**config.mk**
```make
export PLATFORM = sky130hd
export DESIGN_NAME = fsp_host_ctrl
export DESIGN_NICKNAME = d
export VERILOG_FILES = /design/src/design/fsp_pkg.sv /design/src/design/fsp_host_ctrl.sv
export SDC_FILE = /design/constraint.sdc
export NUM_CORES = 1
export LEC_CHECK = 0
export ABC_AREA = 1
export ABC_CLOCK_PERIOD_IN_PS = 2200
export BUFFER_PORTS_ARGS = -buffer_cell sky130_fd_sc_hd__clkbuf_2
export CELL_PAD_IN_SITES_DETAIL_PLACEMENT = 0
export CELL_PAD_IN_SITES_GLOBAL_PLACEMENT = 1
export CORE_MARGIN = 10
export CORE_UTILIZATION = 38
export DETAILED_ROUTE_END_ITERATION = 12
export GPL_TIMING_DRIVEN = 0
export PLACE_DENSITY_LB_ADDON = 0.05
export SKIP_LAST_GASP = 1
export SLEW_MARGIN = 20
export SYNTH_ARGS = -nofsm -noshare
export SYNTH_HDL_FRONTEND = slang
export SYNTH_SLANG_ARGS = --single-unit
```
**constraint.sdc**
```tcl
create_clock -name clk -period 2.2 [get_ports clk]
set_clock_uncertainty 0.1 [all_clocks]
set_input_delay 0.11 -clock clk [delete_from_list [all_inputs] [get_ports clk]]
set_output_delay 0.11 -clock clk [all_outputs]
set_load 0.01 [all_outputs]
```
**src/design/fsp_pkg.sv**
```systemverilog
// Shared constants for the flash status and sector protect host controller
package fsp_pkg;
    // Register offsets (byte addresses on APB)
    localparam logic [7:0] REG_CMD    = 8'h00;
    localparam logic [7:0] REG_ADDR   = 8'h04;
    localparam logic [7:0] REG_WDATA  = 8'h08;
    localparam logic [7:0] REG_STATUS = 8'h0C;
    // Status fields
    localparam int ST_BUSY_BIT   = 0;
    localparam int ST_DONE_BIT   = 1;
    localparam int ST_FAIL_BIT   = 2;
    localparam int ST_ACCEPT_BIT = 3;
    localparam int ST_PROT_BIT   = 4;
    localparam int ST_RDATA_LSB  = 8;
    // Reset values
    localparam logic [18:0] ADDR_RST  = 19'h00000;
    localparam logic [7:0]  WDATA_RST = 8'h00;
    // Flash pin bits that the special modes use
    localparam int PIN_A0  = 0;
    localparam int PIN_A1  = 1;
    localparam int PIN_A6  = 6;
    localparam int PIN_A12 = 12;
    localparam int PIN_A16 = 16;
    localparam int DQ_FAIL = 5;
    localparam int DQ_TOG  = 6;
    localparam int DQ_POLL = 7;
    localparam int DQ_TMR  = 3;
    localparam logic [7:0] VERIFY_PROT = 8'h01;
    localparam logic [2:0] SEC_LAST    = 3'h7;
    // Timing
    localparam int CLK_NS      = 5;
    localparam int T_SETUP_NS  = 20;
    localparam int T_ACC_NS    = 120;
    localparam int T_WP_NS     = 50;
    localparam int T_REC_NS    = 30;
    localparam int T_PROT_US   = 100;
    localparam int T_UNPR_MS   = 10;
    localparam int SETUP_CYC   = (T_SETUP_NS + CLK_NS - 1) / CLK_NS;
    localparam int ACC_CYC     = (T_ACC_NS + CLK_NS - 1) / CLK_NS;
    localparam int WP_CYC      = (T_WP_NS + CLK_NS - 1) / CLK_NS;
    localparam int REC_CYC     = (T_REC_NS + CLK_NS - 1) / CLK_NS;
    localparam int PROT_CYC    = (T_PROT_US * 1000 + CLK_NS - 1) / CLK_NS;
    localparam int UNPR_CYC    = (T_UNPR_MS * 1000000 + CLK_NS - 1) / CLK_NS;
    localparam int CNT_W       = 21;
    // Operation codes written to REG_CMD
    typedef enum logic [2:0] {
        OP_READ  = 3'h0, OP_WRITE = 3'h1, OP_DPOLL = 3'h2, OP_TPOLL  = 3'h3,
        OP_SADD  = 3'h4, OP_PROT  = 3'h5, OP_UNPR  = 3'h6, OP_VERIFY = 3'h7
    } fsp_op_e;
    // Bus access kinds
    typedef enum logic [1:0] {
        AC_RD = 2'h0, AC_WR = 2'h1, AC_PROT = 2'h2, AC_UNPR = 2'h3
    } fsp_acc_e;
    // Sequencer states, Gray along IDLE-SET-STB-REC
    typedef enum logic [1:0] {
        S_IDLE = 2'b00, S_SET = 2'b01, S_STB = 2'b11, S_REC = 2'b10
    } fsp_state_e;
endpackage : fsp_pkg

```
**src/design/fsp_host_ctrl.sv**
```systemverilog
// Host controller driving a byte-wide flash: status polling and sector protect
// Contract
// - Host polls erase status inside erased sector, address stable throughout.
// - After bit 7 or 6 shows completion, host does one more read.
// - Host reads bit 3 before and after added sector; both low accepts.
// - Protect: write high, select low, A9 and output at high voltage, 100 us; the controller drives write low for the 100 us pulse.
// - Unprotect: A9, output, select high voltage, A6 A12 A16 high, 10 ms.
// - Host protects every sector before running unprotect.
`timescale 1ns/100ps
`default_nettype none
module fsp_host_ctrl
    import fsp_pkg::*;
#(
    parameter int PROT_CYCLES = fsp_pkg::PROT_CYC,
    parameter int UNPR_CYCLES = fsp_pkg::UNPR_CYC
)(
    // Clock and reset
    input  wire logic        clk,
    input  wire logic        rstn,
    // APB slave
    input  wire logic        psel,
    input  wire logic        penable,
    input  wire logic        pwrite,
    input  wire logic [7:0]  paddr,
    input  wire logic [31:0] pwdata,
    output logic             pready,
    output logic [31:0]      prdata,
    output logic             pslverr,
    // Flash pins
    output logic [18:0]      fl_addr,
    input  wire logic [7:0]  fl_dq_i,
    output logic [7:0]       fl_dq_o,
    output logic             fl_dq_oe,
    output logic             fl_ce_n,
    output logic             fl_oe_n,
    output logic             fl_we_n,
    // High-voltage select levels for A9, output drive and chip select
    output logic             high_voltage_select_level_a9,
    output logic             high_voltage_select_level_oe,
    output logic             high_voltage_select_level_ce
);
    import fsp_pkg::*;

    logic             wr_en;
    logic             start;
    logic [18:0]      addr_r, addr_nxt;
    logic [7:0]       wdata_r, wdata_nxt;
    fsp_state_e       st_r, st_nxt;
    fsp_op_e          op_r, op_nxt;
    fsp_acc_e         acc_r, acc_nxt;
    logic [CNT_W-1:0] cnt_r, cnt_nxt, stb_len;
    logic [18:0]      pa_r, pa_nxt;
    logic [7:0]       rd_r, rd_nxt;
    logic [2:0]       sec_r, sec_nxt;
    logic [1:0]       ph_r, ph_nxt;
    logic             final_r, final_nxt, chk5_r, chk5_nxt, have_r, have_nxt;
    logic             prev6_r, prev6_nxt, b3a_r, b3a_nxt;
    logic             done_r, done_nxt, fail_r, fail_nxt;
    logic             acpt_r, acpt_nxt, prot_r, prot_nxt, settled;

    // Pin address for each access kind
    function automatic logic [18:0] pin_addr(fsp_op_e op, fsp_acc_e acc,
                                             logic [18:0] a, logic [2:0] sec);
        logic [18:0] r;
        r = a;
        if (acc == AC_PROT && op == OP_UNPR)
            r = {sec, a[15:0]};
        else if (acc == AC_UNPR)
        begin
            r[PIN_A6]  = 1'b1;
            r[PIN_A12] = 1'b1;
            r[PIN_A16] = 1'b1;
        end
        else if (op == OP_VERIFY)
        begin
            r[PIN_A0] = 1'b0;
            r[PIN_A6] = 1'b0;
            r[PIN_A1] = 1'b1;
        end
        return r;
    endfunction : pin_addr

    assign pready  = 1'b1;
    assign wr_en   = psel && penable && pwrite;
    assign start   = wr_en && paddr == REG_CMD && st_r == S_IDLE;
    assign pslverr = psel && penable && !(paddr == REG_CMD || paddr == REG_ADDR
                     || paddr == REG_WDATA || paddr == REG_STATUS);

    always_comb
    begin
        addr_nxt  = addr_r;
        wdata_nxt = wdata_r;
        prdata    = 32'h0000_0000;
        if (wr_en && paddr == REG_ADDR && st_r == S_IDLE)
            addr_nxt = pwdata[18:0];
        if (wr_en && paddr == REG_WDATA && st_r == S_IDLE)
            wdata_nxt = pwdata[7:0];
        unique case (paddr)
            REG_CMD:    prdata[2:0] = op_r;
            REG_ADDR:   prdata[18:0] = addr_r;
            REG_WDATA:  prdata[7:0] = wdata_r;
            REG_STATUS:
            begin
                prdata[ST_BUSY_BIT]   = st_r != S_IDLE;
                prdata[ST_DONE_BIT]   = done_r;
                prdata[ST_FAIL_BIT]   = fail_r;
                prdata[ST_ACCEPT_BIT] = acpt_r;
                prdata[ST_PROT_BIT]   = prot_r;
                prdata[ST_RDATA_LSB +: 8] = rd_r;
            end
            default:    prdata = 32'h0000_0000;
        endcase
    end

    always_ff @(posedge clk)
    begin
        if (!rstn)
        begin
            addr_r  <= ADDR_RST;
            wdata_r <= WDATA_RST;
        end
        else
        begin
            addr_r  <= addr_nxt;
            wdata_r <= wdata_nxt;
        end
    end

    // Strobe width per access; the high-voltage pulses dominate op time
    always_comb
    begin
        unique case (acc_r)
            AC_RD:   stb_len = CNT_W'(ACC_CYC);
            AC_WR:   stb_len = CNT_W'(WP_CYC);
            AC_PROT: stb_len = CNT_W'(PROT_CYCLES);
            AC_UNPR: stb_len = CNT_W'(UNPR_CYCLES);
        endcase
    end

    // Completion as seen by the polling method in use
    assign settled = (op_r == OP_DPOLL) ? rd_r[DQ_POLL] == wdata_r[DQ_POLL]
                                        : have_r && rd_r[DQ_TOG] == prev6_r;

    always_comb
    begin
        st_nxt = st_r;   op_nxt = op_r;   acc_nxt = acc_r;   cnt_nxt = cnt_r;
        pa_nxt = pa_r;   rd_nxt = rd_r;   sec_nxt = sec_r;   ph_nxt = ph_r;
        final_nxt = final_r;   chk5_nxt = chk5_r;   have_nxt = have_r;
        prev6_nxt = prev6_r;   b3a_nxt = b3a_r;     done_nxt = done_r;
        fail_nxt = fail_r;     acpt_nxt = acpt_r;   prot_nxt = prot_r;
        unique case (st_r)
            S_IDLE:
                if (start)
                begin
                    op_nxt = fsp_op_e'(pwdata[2:0]);
                    unique case (fsp_op_e'(pwdata[2:0]))
                        OP_WRITE: acc_nxt = AC_WR;
                        OP_PROT:  acc_nxt = AC_PROT;
                        OP_UNPR:  acc_nxt = AC_PROT;
                        default:  acc_nxt = AC_RD;
                    endcase
                    // Polls keep this address for the whole operation
                    pa_nxt = pin_addr(op_nxt, acc_nxt, addr_r, 3'h0);
                    st_nxt = S_SET;   cnt_nxt = '0;   sec_nxt = 3'h0;
                    ph_nxt = 2'h0;    final_nxt = 1'b0;   chk5_nxt = 1'b0;
                    have_nxt = 1'b0;  done_nxt = 1'b0;    fail_nxt = 1'b0;
                    acpt_nxt = 1'b0;  prot_nxt = 1'b0;
                end
            S_SET:
                if (cnt_r == CNT_W'(SETUP_CYC - 1))
                begin
                    st_nxt = S_STB;
                    cnt_nxt = '0;
                end
                else
                    cnt_nxt = cnt_r + 1'b1;
            S_STB:
                if (cnt_r == stb_len - 1'b1)
                begin
                    if (acc_r == AC_RD)
                        rd_nxt = fl_dq_i;
                    st_nxt = S_REC;
                    cnt_nxt = '0;
                end
                else
                    cnt_nxt = cnt_r + 1'b1;
            S_REC:
                if (cnt_r != CNT_W'(REC_CYC - 1))
                    cnt_nxt = cnt_r + 1'b1;
                else
                begin
                    cnt_nxt = '0;
                    st_nxt = S_SET;
                    done_nxt = 1'b0;
                    unique case (op_r)
                        OP_DPOLL, OP_TPOLL:
                        begin
                            have_nxt  = 1'b1;
                            prev6_nxt = rd_r[DQ_TOG];
                            // Status may settle ahead of data: one more read
                            if (final_r)
                            begin
                                fail_nxt = chk5_r && !settled;
                                done_nxt = 1'b1;
                            end
                            else if (settled)
                                final_nxt = 1'b1;
                            else if (rd_r[DQ_FAIL])
                            begin
                                final_nxt = 1'b1;
                                chk5_nxt = 1'b1;
                            end
                        end
                        OP_SADD:
                        begin
                            ph_nxt = ph_r + 2'h1;
                            if (ph_r == 2'h0)
                            begin
                                b3a_nxt = rd_r[DQ_TMR];
                                acc_nxt = AC_WR;
                            end
                            else if (ph_r == 2'h1)
                                acc_nxt = AC_RD;
                            else
                            begin
                                acpt_nxt = !b3a_r && !rd_r[DQ_TMR];
                                done_nxt = 1'b1;
                            end
                        end
                        OP_UNPR:
                            // Every sector is protected first, then all cleared
                            if (ph_r == 2'h0 && sec_r != SEC_LAST)
                                sec_nxt = sec_r + 3'h1;
                            else if (ph_r == 2'h0)
                            begin
                                ph_nxt = 2'h1;
                                acc_nxt = AC_UNPR;
                            end
                            else
                                done_nxt = 1'b1;
                        default:
                        begin
                            prot_nxt = rd_r == VERIFY_PROT;
                            done_nxt = 1'b1;
                        end
                    endcase
                    if (done_nxt)
                        st_nxt = S_IDLE;
                    pa_nxt = pin_addr(op_r, acc_nxt, addr_r, sec_nxt);
                end
        endcase
    end

    always_ff @(posedge clk)
    begin
        if (!rstn)
        begin
            st_r <= S_IDLE;   op_r <= OP_READ;   acc_r <= AC_RD;   cnt_r <= '0;
            pa_r <= 19'h00000;   rd_r <= 8'h00;  sec_r <= 3'h0;    ph_r <= 2'h0;
            final_r <= 1'b0;  chk5_r <= 1'b0;    have_r <= 1'b0;   prev6_r <= 1'b0;
            b3a_r <= 1'b0;    done_r <= 1'b0;    fail_r <= 1'b0;   acpt_r <= 1'b0;
            prot_r <= 1'b0;
        end
        else
        begin
            st_r <= st_nxt;   op_r <= op_nxt;    acc_r <= acc_nxt; cnt_r <= cnt_nxt;
            pa_r <= pa_nxt;   rd_r <= rd_nxt;    sec_r <= sec_nxt; ph_r <= ph_nxt;
            final_r <= final_nxt;  chk5_r <= chk5_nxt;  have_r <= have_nxt;
            prev6_r <= prev6_nxt;  b3a_r <= b3a_nxt;    done_r <= done_nxt;
            fail_r <= fail_nxt;    acpt_r <= acpt_nxt;  prot_r <= prot_nxt;
        end
    end

    // Pin drive; levels held from SET through STB so strobes never glitch
    assign fl_addr  = pa_r;
    assign fl_dq_o  = wdata_r;
    assign fl_dq_oe = st_r != S_IDLE && acc_r == AC_WR;
    assign fl_ce_n  = !(st_r == S_SET || st_r == S_STB);
    assign fl_oe_n  = !(st_r == S_STB && acc_r == AC_RD);
    assign fl_we_n  = !(st_r == S_STB && acc_r != AC_RD);
    assign high_voltage_select_level_a9 = st_r != S_IDLE
        && (acc_r == AC_PROT || acc_r == AC_UNPR || op_r == OP_VERIFY);
    assign high_voltage_select_level_oe = st_r != S_IDLE
        && (acc_r == AC_PROT || acc_r == AC_UNPR);
    assign high_voltage_select_level_ce = st_r != S_IDLE && acc_r == AC_UNPR;

    // Checking helpers: write-low length and sectors protected in this op
    logic [CNT_W:0] wl_r, wl_nxt;
    logic [7:0]     pm_r, pm_nxt;
    always_comb
    begin
        wl_nxt = fl_we_n ? '0 : wl_r + 1'b1;
        pm_nxt = start ? 8'h00 : pm_r;
        if (st_r == S_STB && st_nxt == S_REC && acc_r == AC_PROT)
            pm_nxt[pa_r[18:16]] = 1'b1;
    end
    always_ff @(posedge clk)
    begin
        if (!rstn)
        begin
            wl_r <= '0;
            pm_r <= 8'h00;
        end
        else
        begin
            wl_r <= wl_nxt;
            pm_r <= pm_nxt;
        end
    end
endmodule : fsp_host_ctrl
`default_nettype wire

```
==> results by group, run 1 <==
Floorplanning
  • # IOs: 121
  • DIE AREA: 19820 um2
  • Die Span X: 140.8 um
  • Core ar.: 14420 um2
  • Site row count: 44
  • Initial core utilization: 38.43%
  • Die Span Y: around 140 um

Final layout
  • Most frequent cells in the layout: nand2_1, nor2_1, dfxtp_1
  • Area Overhead vs Synth: 23.57%
  • Final #Nets: roughly 1000
  • Ant. Diodes: 0
  • Fin util: 47.48%
  • Commonest non-fill, non-tap cell in the layout: nand2_1
  • Final Non-Filler Cells: 1170
  • Share of cells above drive strength 1: approximately a fifth

Clock network
  • Number of buffers created by CTS: 9
  • Skew-Pair Late Insertion Delay: approximately 350 ps
  • CTS tree: done
  • Num Clock Sinks: 96
  • Reg clk slew, reported paths: around 80 ps
  • CTS Root Cell: clkbuf_16
  • CTS max path bufs: 2
  • H-tree levels: 3

Critical path
  • CP Launch Point: st_r[0]$_SDFFE_PN0P_
  • Largest stage delay, worst path: just over 300 ps
  • Crit path max fanout: 10
  • Critical path, cell by cell: buf_6 -> inv_4 -> nand2_2 -> inv_1 -> nand2_2 -> nand3_4 -> buf_6 -> buf_6 -> nand2_1 -> a21oi_1
  • Slowest-stage cell, CP: dfxtp_1
  • Crit path DAT: 2210 ps
  • Worst R2R Start: st_r[0]$_SDFFE_PN0P_
  • Worst path required time: 2380 ps
  • Setup CP Type: reg2reg
  • Worst R2R Path Depth: 10
  • CP startpoint kind: register
  • Bufs and invs on worst path: 5
  • Most used cell, CP: buf_6
  • Critical Path End Type: register
  • Worst path depth: 10
  • Top Family by Delay on Critical Path: buffers and inverters

Run status
  • Outcome: finished, final reports clean

Synthesis
  • Mapped cell area: 5543 um2
  • Number of synthesized flops with an enable pin: 0
  • Ys flop type: dfxtp_1
  • Post-synth cell types: 44
  • Seq/Total Area, Yosys: 34.67%
  • Yosys synthesis warning count: 0
  • Synth Area per Inst: 6.614 um2
  • Gate Count Post-Synth: 838
  • Yosys reg bits: 96
  • Post-synth ARST share: 0%

Timing
  • Final Setup Violations: 0
  • Fin crit share: between 90% and 100%
  • Fmax: 492.8 MHz
  • RSZ-0062 raised after global routing: false
  • Max-slew headroom: between 40% and 50%
  • Least-Margin Pin Slew: between 700 and 800 ps
  • Min Tclk post-route: between 2000 and 2500 ps
  • Final hold viol count: 0
  • Fin Setup TNS: 0 ps
  • Final Max Slew Viols: 0

Power
  • P_leak: 2.994 nW
  • Net switching power: 0.001983 W
  • Sw Ratio: 38.38%
  • VDD IR max: 499.3 uV
  • Part of the power in registers: about 37%
  • Internal power: 0.003184 W
  • PwrDens: 754.4 nW/um2
  • Clock network fraction of total power: a little under a third
  • Comb power frac: 32.1%

Global routing
  • Met1 Resource Use GR: 23.37%
  • Global routing met3 resource utilization: 3.997%
  • Vias in the first global route: 5850
  • Largest net degree at the start of global routing: 20
  • Initial antenna violation count: 0
  • Met2 Use GR: 34.63%
  • First-pass GRT wire length: about 31000 um
  • Most used routing layer: met2
  • Total grt overflow: 0
  • All-layer global routing usage: 19.74%

Routing
  • DRC violation count after routing: 0
  • DR vias/cell: ~5
  • Wirelength per Cell: 16.95 um
  • Post-route ant nets: 0
  • Initial DRC Count: 283
  • DR pass1 iterations: 5
  • Routed via count: 5851
  • Wirelength, routed: ~20000 um

Placement
  • Placed Cells: around 1100
  • Port Buf Inserts: between 90 and 100
  • RePlAce Congestion: slightly above 0.9
  • DP Wirelength: 15560 um

Run
  • Number of max-cap violations: 0

Worst hold path
  • Hold Crit Class: in2reg
  • Hold path depth: 3
  • Hold Path Origin: pwdata[2]
cell type report:
cell class              count  area [um2]
clock buffers               9       225.2
repair buffers            120       733.2
flip-flops and latches     96        1922
inverters                  92       350.3
fillers                  1538        7575
plain buffers              44       294.0
well taps                 184       230.2
clock inverters             7       72.57
multi-input cells         618        3022
worst min-delay path: cells and delay by family:
kind	cells	cell delay, ps
AND/OR/NAND/NOR	2	150
buffers and inverters	1	170
power groups by stage:
stage	Sequential [W]	Clock (W)	Combinational, W
after floorplan	0.00195	0	0.00110
after CTS	0.00191	0.00163	0.00167
final	0.00191	0.00160	0.00166
after global routing	0.00192	0.00170	0.00185
after detailed placement	0.00195	0	0.00163
after global placement	0.00195	0	0.00162
flip-flops by register name, indices dropped and copies added (netlist names), 2 cells and up:
signal / cells
fl_dq_o: 8
op_r: 3
addr_r: 19
st_r: 2
fl_addr: 19
rd_r: 8
acc_r: 2
sec_r: 3
ph_r: 2
cnt_r: 21
worst paths after layout:
| check | end | slack, ps |
|---|---|---|
| setup / recovery | acc_r[0]$_SDFFE_PN0P_ | 170 |
| hold / removal | addr_r[2]$_SDFFE_PN0P_ | 10 |
| setup reg to reg | acc_r[0]$_SDFFE_PN0P_ | 170 |
| hold reg to reg | fl_addr[4]$_SDFFE_PN0P_ | 360 |
logic make-up after synthesis:
kind of cell    Yosys count  synth area share, %
simple gates            441                36.37
compound gates          148                14.42
buf+inv                 136                11.63
flops                    96                34.67
xor+xnor                  9                1.422
fa+ha+maj                 6                1.354
other cells               2               0.1355
metrics by stage:
stage / hold slack [ps] / power, W / instance area (um2) / worst slack, ps
after floorplan: 144.9 / 0.003046 / 5588 / 493.4
after global placement: 240.4 / 0.003570 / 6279 / 171.9
after detailed placement: 243.0 / 0.003577 / 6279 / 130.5
after CTS: 9.757 / 0.005208 / 6827 / 71.99
after global routing: 35.25 / 0.005470 / 6849 / 20.00
final: 13.92 / 0.005167 / 6849 / 170.7
per-layer routing:
layer,vias up,share of wire (%)
li1,2969,-
met1,2689,44
met2,165,49
met3,28,4.8
met4,0,2.1
met5,-,0
cells in the mapped netlist (15+ instances only):
master | count | area [um2]
nand2_1 | 204 | 765.7
o21ai_0 | 56 | 280.3
a21oi_1 | 68 | 340.3
nand2_2 | 15 | 93.84
inv_1 | 78 | 292.8
buf_4 | 17 | 127.6
nand4_1 | 17 | 106.4
dfxtp_1 | 96 | 1922
nor2_1 | 117 | 439.2
nand3_1 | 30 | 150.1
nor3_1 | 23 | 115.1
timing repair:
| item | CTS | global route |
|---|---|---|
| resized for setup | 0 | 1 |
| hold buffers | 25 | 0 |
| setup endpoints to repair | 0 | 6 |
| hold endpoints to repair | 32 | 0 |
| setup buffers | 0 | 3 |
No activity file was read; power rests on OpenSTA's default activity.
==> run 2: changes to the inputs <==
--- a/config.mk
+++ b/config.mk
@@ -6,12 +6,12 @@
 export NUM_CORES = 1
 export LEC_CHECK = 0
 export ABC_AREA = 1
-export ABC_CLOCK_PERIOD_IN_PS = 2200
+export ABC_CLOCK_PERIOD_IN_PS = 1700
 export BUFFER_PORTS_ARGS = -buffer_cell sky130_fd_sc_hd__clkbuf_2
 export CELL_PAD_IN_SITES_DETAIL_PLACEMENT = 0
 export CELL_PAD_IN_SITES_GLOBAL_PLACEMENT = 1
 export CORE_MARGIN = 10
-export CORE_UTILIZATION = 38
+export CORE_UTILIZATION = 35
 export DETAILED_ROUTE_END_ITERATION = 12
 export GPL_TIMING_DRIVEN = 0
 export PLACE_DENSITY_LB_ADDON = 0.05
==> constraint.sdc (replaced) <==
create_clock -name clk -period 1.7 [get_ports clk]
set_clock_uncertainty 0.1 [all_clocks]
set_input_delay 0.085 -clock clk [delete_from_list [all_inputs] [get_ports clk]]
set_output_delay 0.085 -clock clk [all_outputs]
set_load 0.01 [all_outputs]
==> results by group, run 2 (synthesis gave the netlist of run 1 again) <==
Run status
  • Outcome: finished with violations (was finished, final reports clean)
  • Failing checks: setup timing

Routing
  • Routed via count: 6263 (was 5851)
  • DR vias/cell: 5.010 (was 5.001)
  • Wirelength, routed: 21630 um (was 19830 um)
  • Initial DRC Count: 499 (was 283)
  • DRC violation count after routing: 0 (unchanged)
  • Post-route ant nets: 0 (unchanged)
  • Wirelength per Cell: 17.30 um (was 16.95 um)
  • DR pass1 iterations: 5 (unchanged)

Timing
  • Final hold viol count: 0 (unchanged)
  • Final Setup Violations: 45 (was 0)
  • Min Tclk post-route: 1821 ps (was 2029 ps)
  • Final Max Slew Viols: 0 (unchanged)
  • RSZ-0062 raised after global routing: true (was false)
  • Max-slew headroom: 39.80% (was 49.82%)
  • Fin Setup TNS: -1986 ps (was 0 ps)
  • Fin crit share: 107.1% (was 92.24%)
  • Least-Margin Pin Slew: 902.9 ps (was 752.7 ps)
  • Hold WS: 107.3 ps (was 13.92 ps)
  • Fmax: 549.3 MHz (was 492.8 MHz)
  • Setup ws final: -120.6 ps (was 170.7 ps)

Clock network
  • Num Clock Sinks: 96 (unchanged)
  • Number of buffers created by CTS: 9 (unchanged)
  • CTS max path bufs: 2 (unchanged)
  • Skew-Pair Late Insertion Delay: 360 ps (was 350 ps)
  • Reg clk slew, reported paths: 80 ps (about the same)
  • CTS Root Cell: clkbuf_16 (unchanged)
  • H-tree levels: 3 (unchanged)
  • CTS tree: done (unchanged)

Critical path
  • Setup CP Type: reg2reg (unchanged)
  • CP Launch Point: cnt_r[0]$_SDFFE_PN0P_ (was st_r[0]$_SDFFE_PN0P_)
  • Reg2Reg Setup Slack: -120 ps (was 170 ps)
  • Crit path max fanout: 4 (was 10)
  • Worst path required time: 1880 ps (was 2380 ps)
  • Worst R2R Path Depth: 9 (was 10)
  • Crit path DAT: 2000 ps (was 2210 ps)
  • Worst setup path endpoint: done_r$_SDFFE_PN0P_ (was acc_r[0]$_SDFFE_PN0P_)
  • Critical Path End Type: register (unchanged)
  • Worst R2R Start: cnt_r[0]$_SDFFE_PN0P_ (was st_r[0]$_SDFFE_PN0P_)
  • FF-to-FF End: done_r$_SDFFE_PN0P_ (was acc_r[0]$_SDFFE_PN0P_)
  • CP startpoint kind: register (unchanged)

Global routing
  • Total grt overflow: 0 (unchanged)
  • Largest net degree at the start of global routing: 20 (unchanged)
  • First-pass GRT wire length: 33180 um (was 31360 um)
  • Vias in the first global route: 5904 (was 5850)
  • All-layer global routing usage: 19.47% (was 19.74%)
  • Initial antenna violation count: 0 (unchanged)

Floorplanning
  • Site row count: 45 (was 44)
  • # IOs: 121 (unchanged)
  • Die Span X: 145.8 um (was 140.8 um)
  • Initial core utilization: 36.06% (was 38.43%)
  • DIE AREA: 21270 um2 (was 19820 um2)
  • Die Span Y: 145.8 um (was 140.8 um)
  • Core ar.: 15370 um2 (was 14420 um2)

Placement
  • Port Buf Inserts: 92 (unchanged)
  • DP Wirelength: 15740 um (was 15560 um)
  • Area post-placement: 6315 um2 (was 6279 um2)
  • RePlAce Congestion: 0.9174 (was 0.9260)

Power
  • VDD IR max: 664.5 uV (was 499.3 uV)
  • P_leak: 3.473 nW (was 2.994 nW)
  • PwrDens: 1009 nW/um2 (was 754.4 nW/um2)

Run
  • Number of max-cap violations: 0 (unchanged)

Final layout
  • Most frequent cells in the layout: nand2_1, clkbuf_2, nor2_1 (was nand2_1, nor2_1, dfxtp_1)
  • Share of cells above drive strength 1: 39.56% (was 20.99%)
  • Ant. Diodes: 0 (unchanged)
  • Final #Nets: 1093 (was 1040)
  • Max reg flops: 21 (unchanged)
  • Register bank with the most flops: cnt_r (unchanged)
  • Design area: 8205 um2 (was 6849 um2)
  • Area Overhead vs Synth: 48.04% (was 23.57%)
  • Layout fillers: 1553 (was 1538)
  • Commonest non-fill, non-tap cell in the layout: nand2_1 (unchanged)

Worst hold path
  • Hold Crit Class: in2reg (unchanged)
-- run 2: what timing repair did --
item	in CTS	in global routing
gates resized for setup	126	142
setup buffers	34	21
gates cloned	2	2
pin swaps	37	42
endpoints found under the hold margin	35	0
hold buffers	27	0
setup endpoints to repair	107	83
-- run 2: worst min path at each step --
stage | from | slack (ps) | to | depth (start not counted)
2_1_floorplan | pwdata[2] | 120 | addr_r[2]$_SDFFE_PN0P_ | 2
3_3_place_gp | fl_dq_i[7] | 220 | rd_r[7]$_SDFFE_PN0P_ | 3
3_5_place_dp | pwdata[9] | 220 | addr_r[9]$_SDFFE_PN0P_ | 3
4_1_cts | rstn | 90 | cnt_r[0]$_SDFFE_PN0P_ | 3
5_1_grt | rstn | 150 | cnt_r[5]$_SDFFE_PN0P_ | 3
6_report | rstn | 110 | cnt_r[5]$_SDFFE_PN0P_ | 3
-- run 2: layout make-up --
type	count	area (um2)	area share, %
well taps	211	264.0	3.217
flip-flops and latches	96	1976	24.08
clock buffers	9	225.2	2.745
repair buffers	178	1315	16.03
inverters	92	389.1	4.742
clock inverters	7	76.32	0.9302
multi-input cells	618	3647	44.45
plain buffers	39	312.8	3.812
-- run 2: critical path, cell delays in order (launching register included) --
cell	delay (ps)
dfxtp_4	420
ha_4	150
nand3_4	80
nor2_4	110
nand3_4	110
buf_12	140
nor2_4	170
inv_4	80
or2_1	240
a21oi_2	120
-- run 2: through the flow --
stage | setup WS [ps] | cells | utilization, % | total power (W)
2_1_floorplan | -2.413 | 850 | - | 0.003943
3_3_place_gp | -344.5 | 1153 | 41.08 | 0.004625
3_5_place_dp | -356.0 | 1153 | 41.08 | 0.004640
4_1_cts | -74.92 | 1229 | 49.39 | 0.007716
5_1_grt | -190.8 | 1250 | 53.38 | 0.008673
6_report | -120.6 | 1250 | 53.38 | 0.008277
-- run 2: per-layer routing --
layer	global-route usage, %	vias to the layer above	share of wire (%)
met1	25.77	2985	46
met5	0	-	0
met4	6.218	0	2.0
met3	3.105	24	4.4
met2	31.51	181	48
li1	-	3073	-
-- run 2: power breakdown --
part / switching, W / internal, W / leakage, nW
sequential: 0.000146 / 0.00239 / 0.790
combinational: 0.00196 / 0.00167 / 2.54
clock: 0.00106 / 0.00104 / 0.140
total: 0.00317 / 0.00511 / 3.47
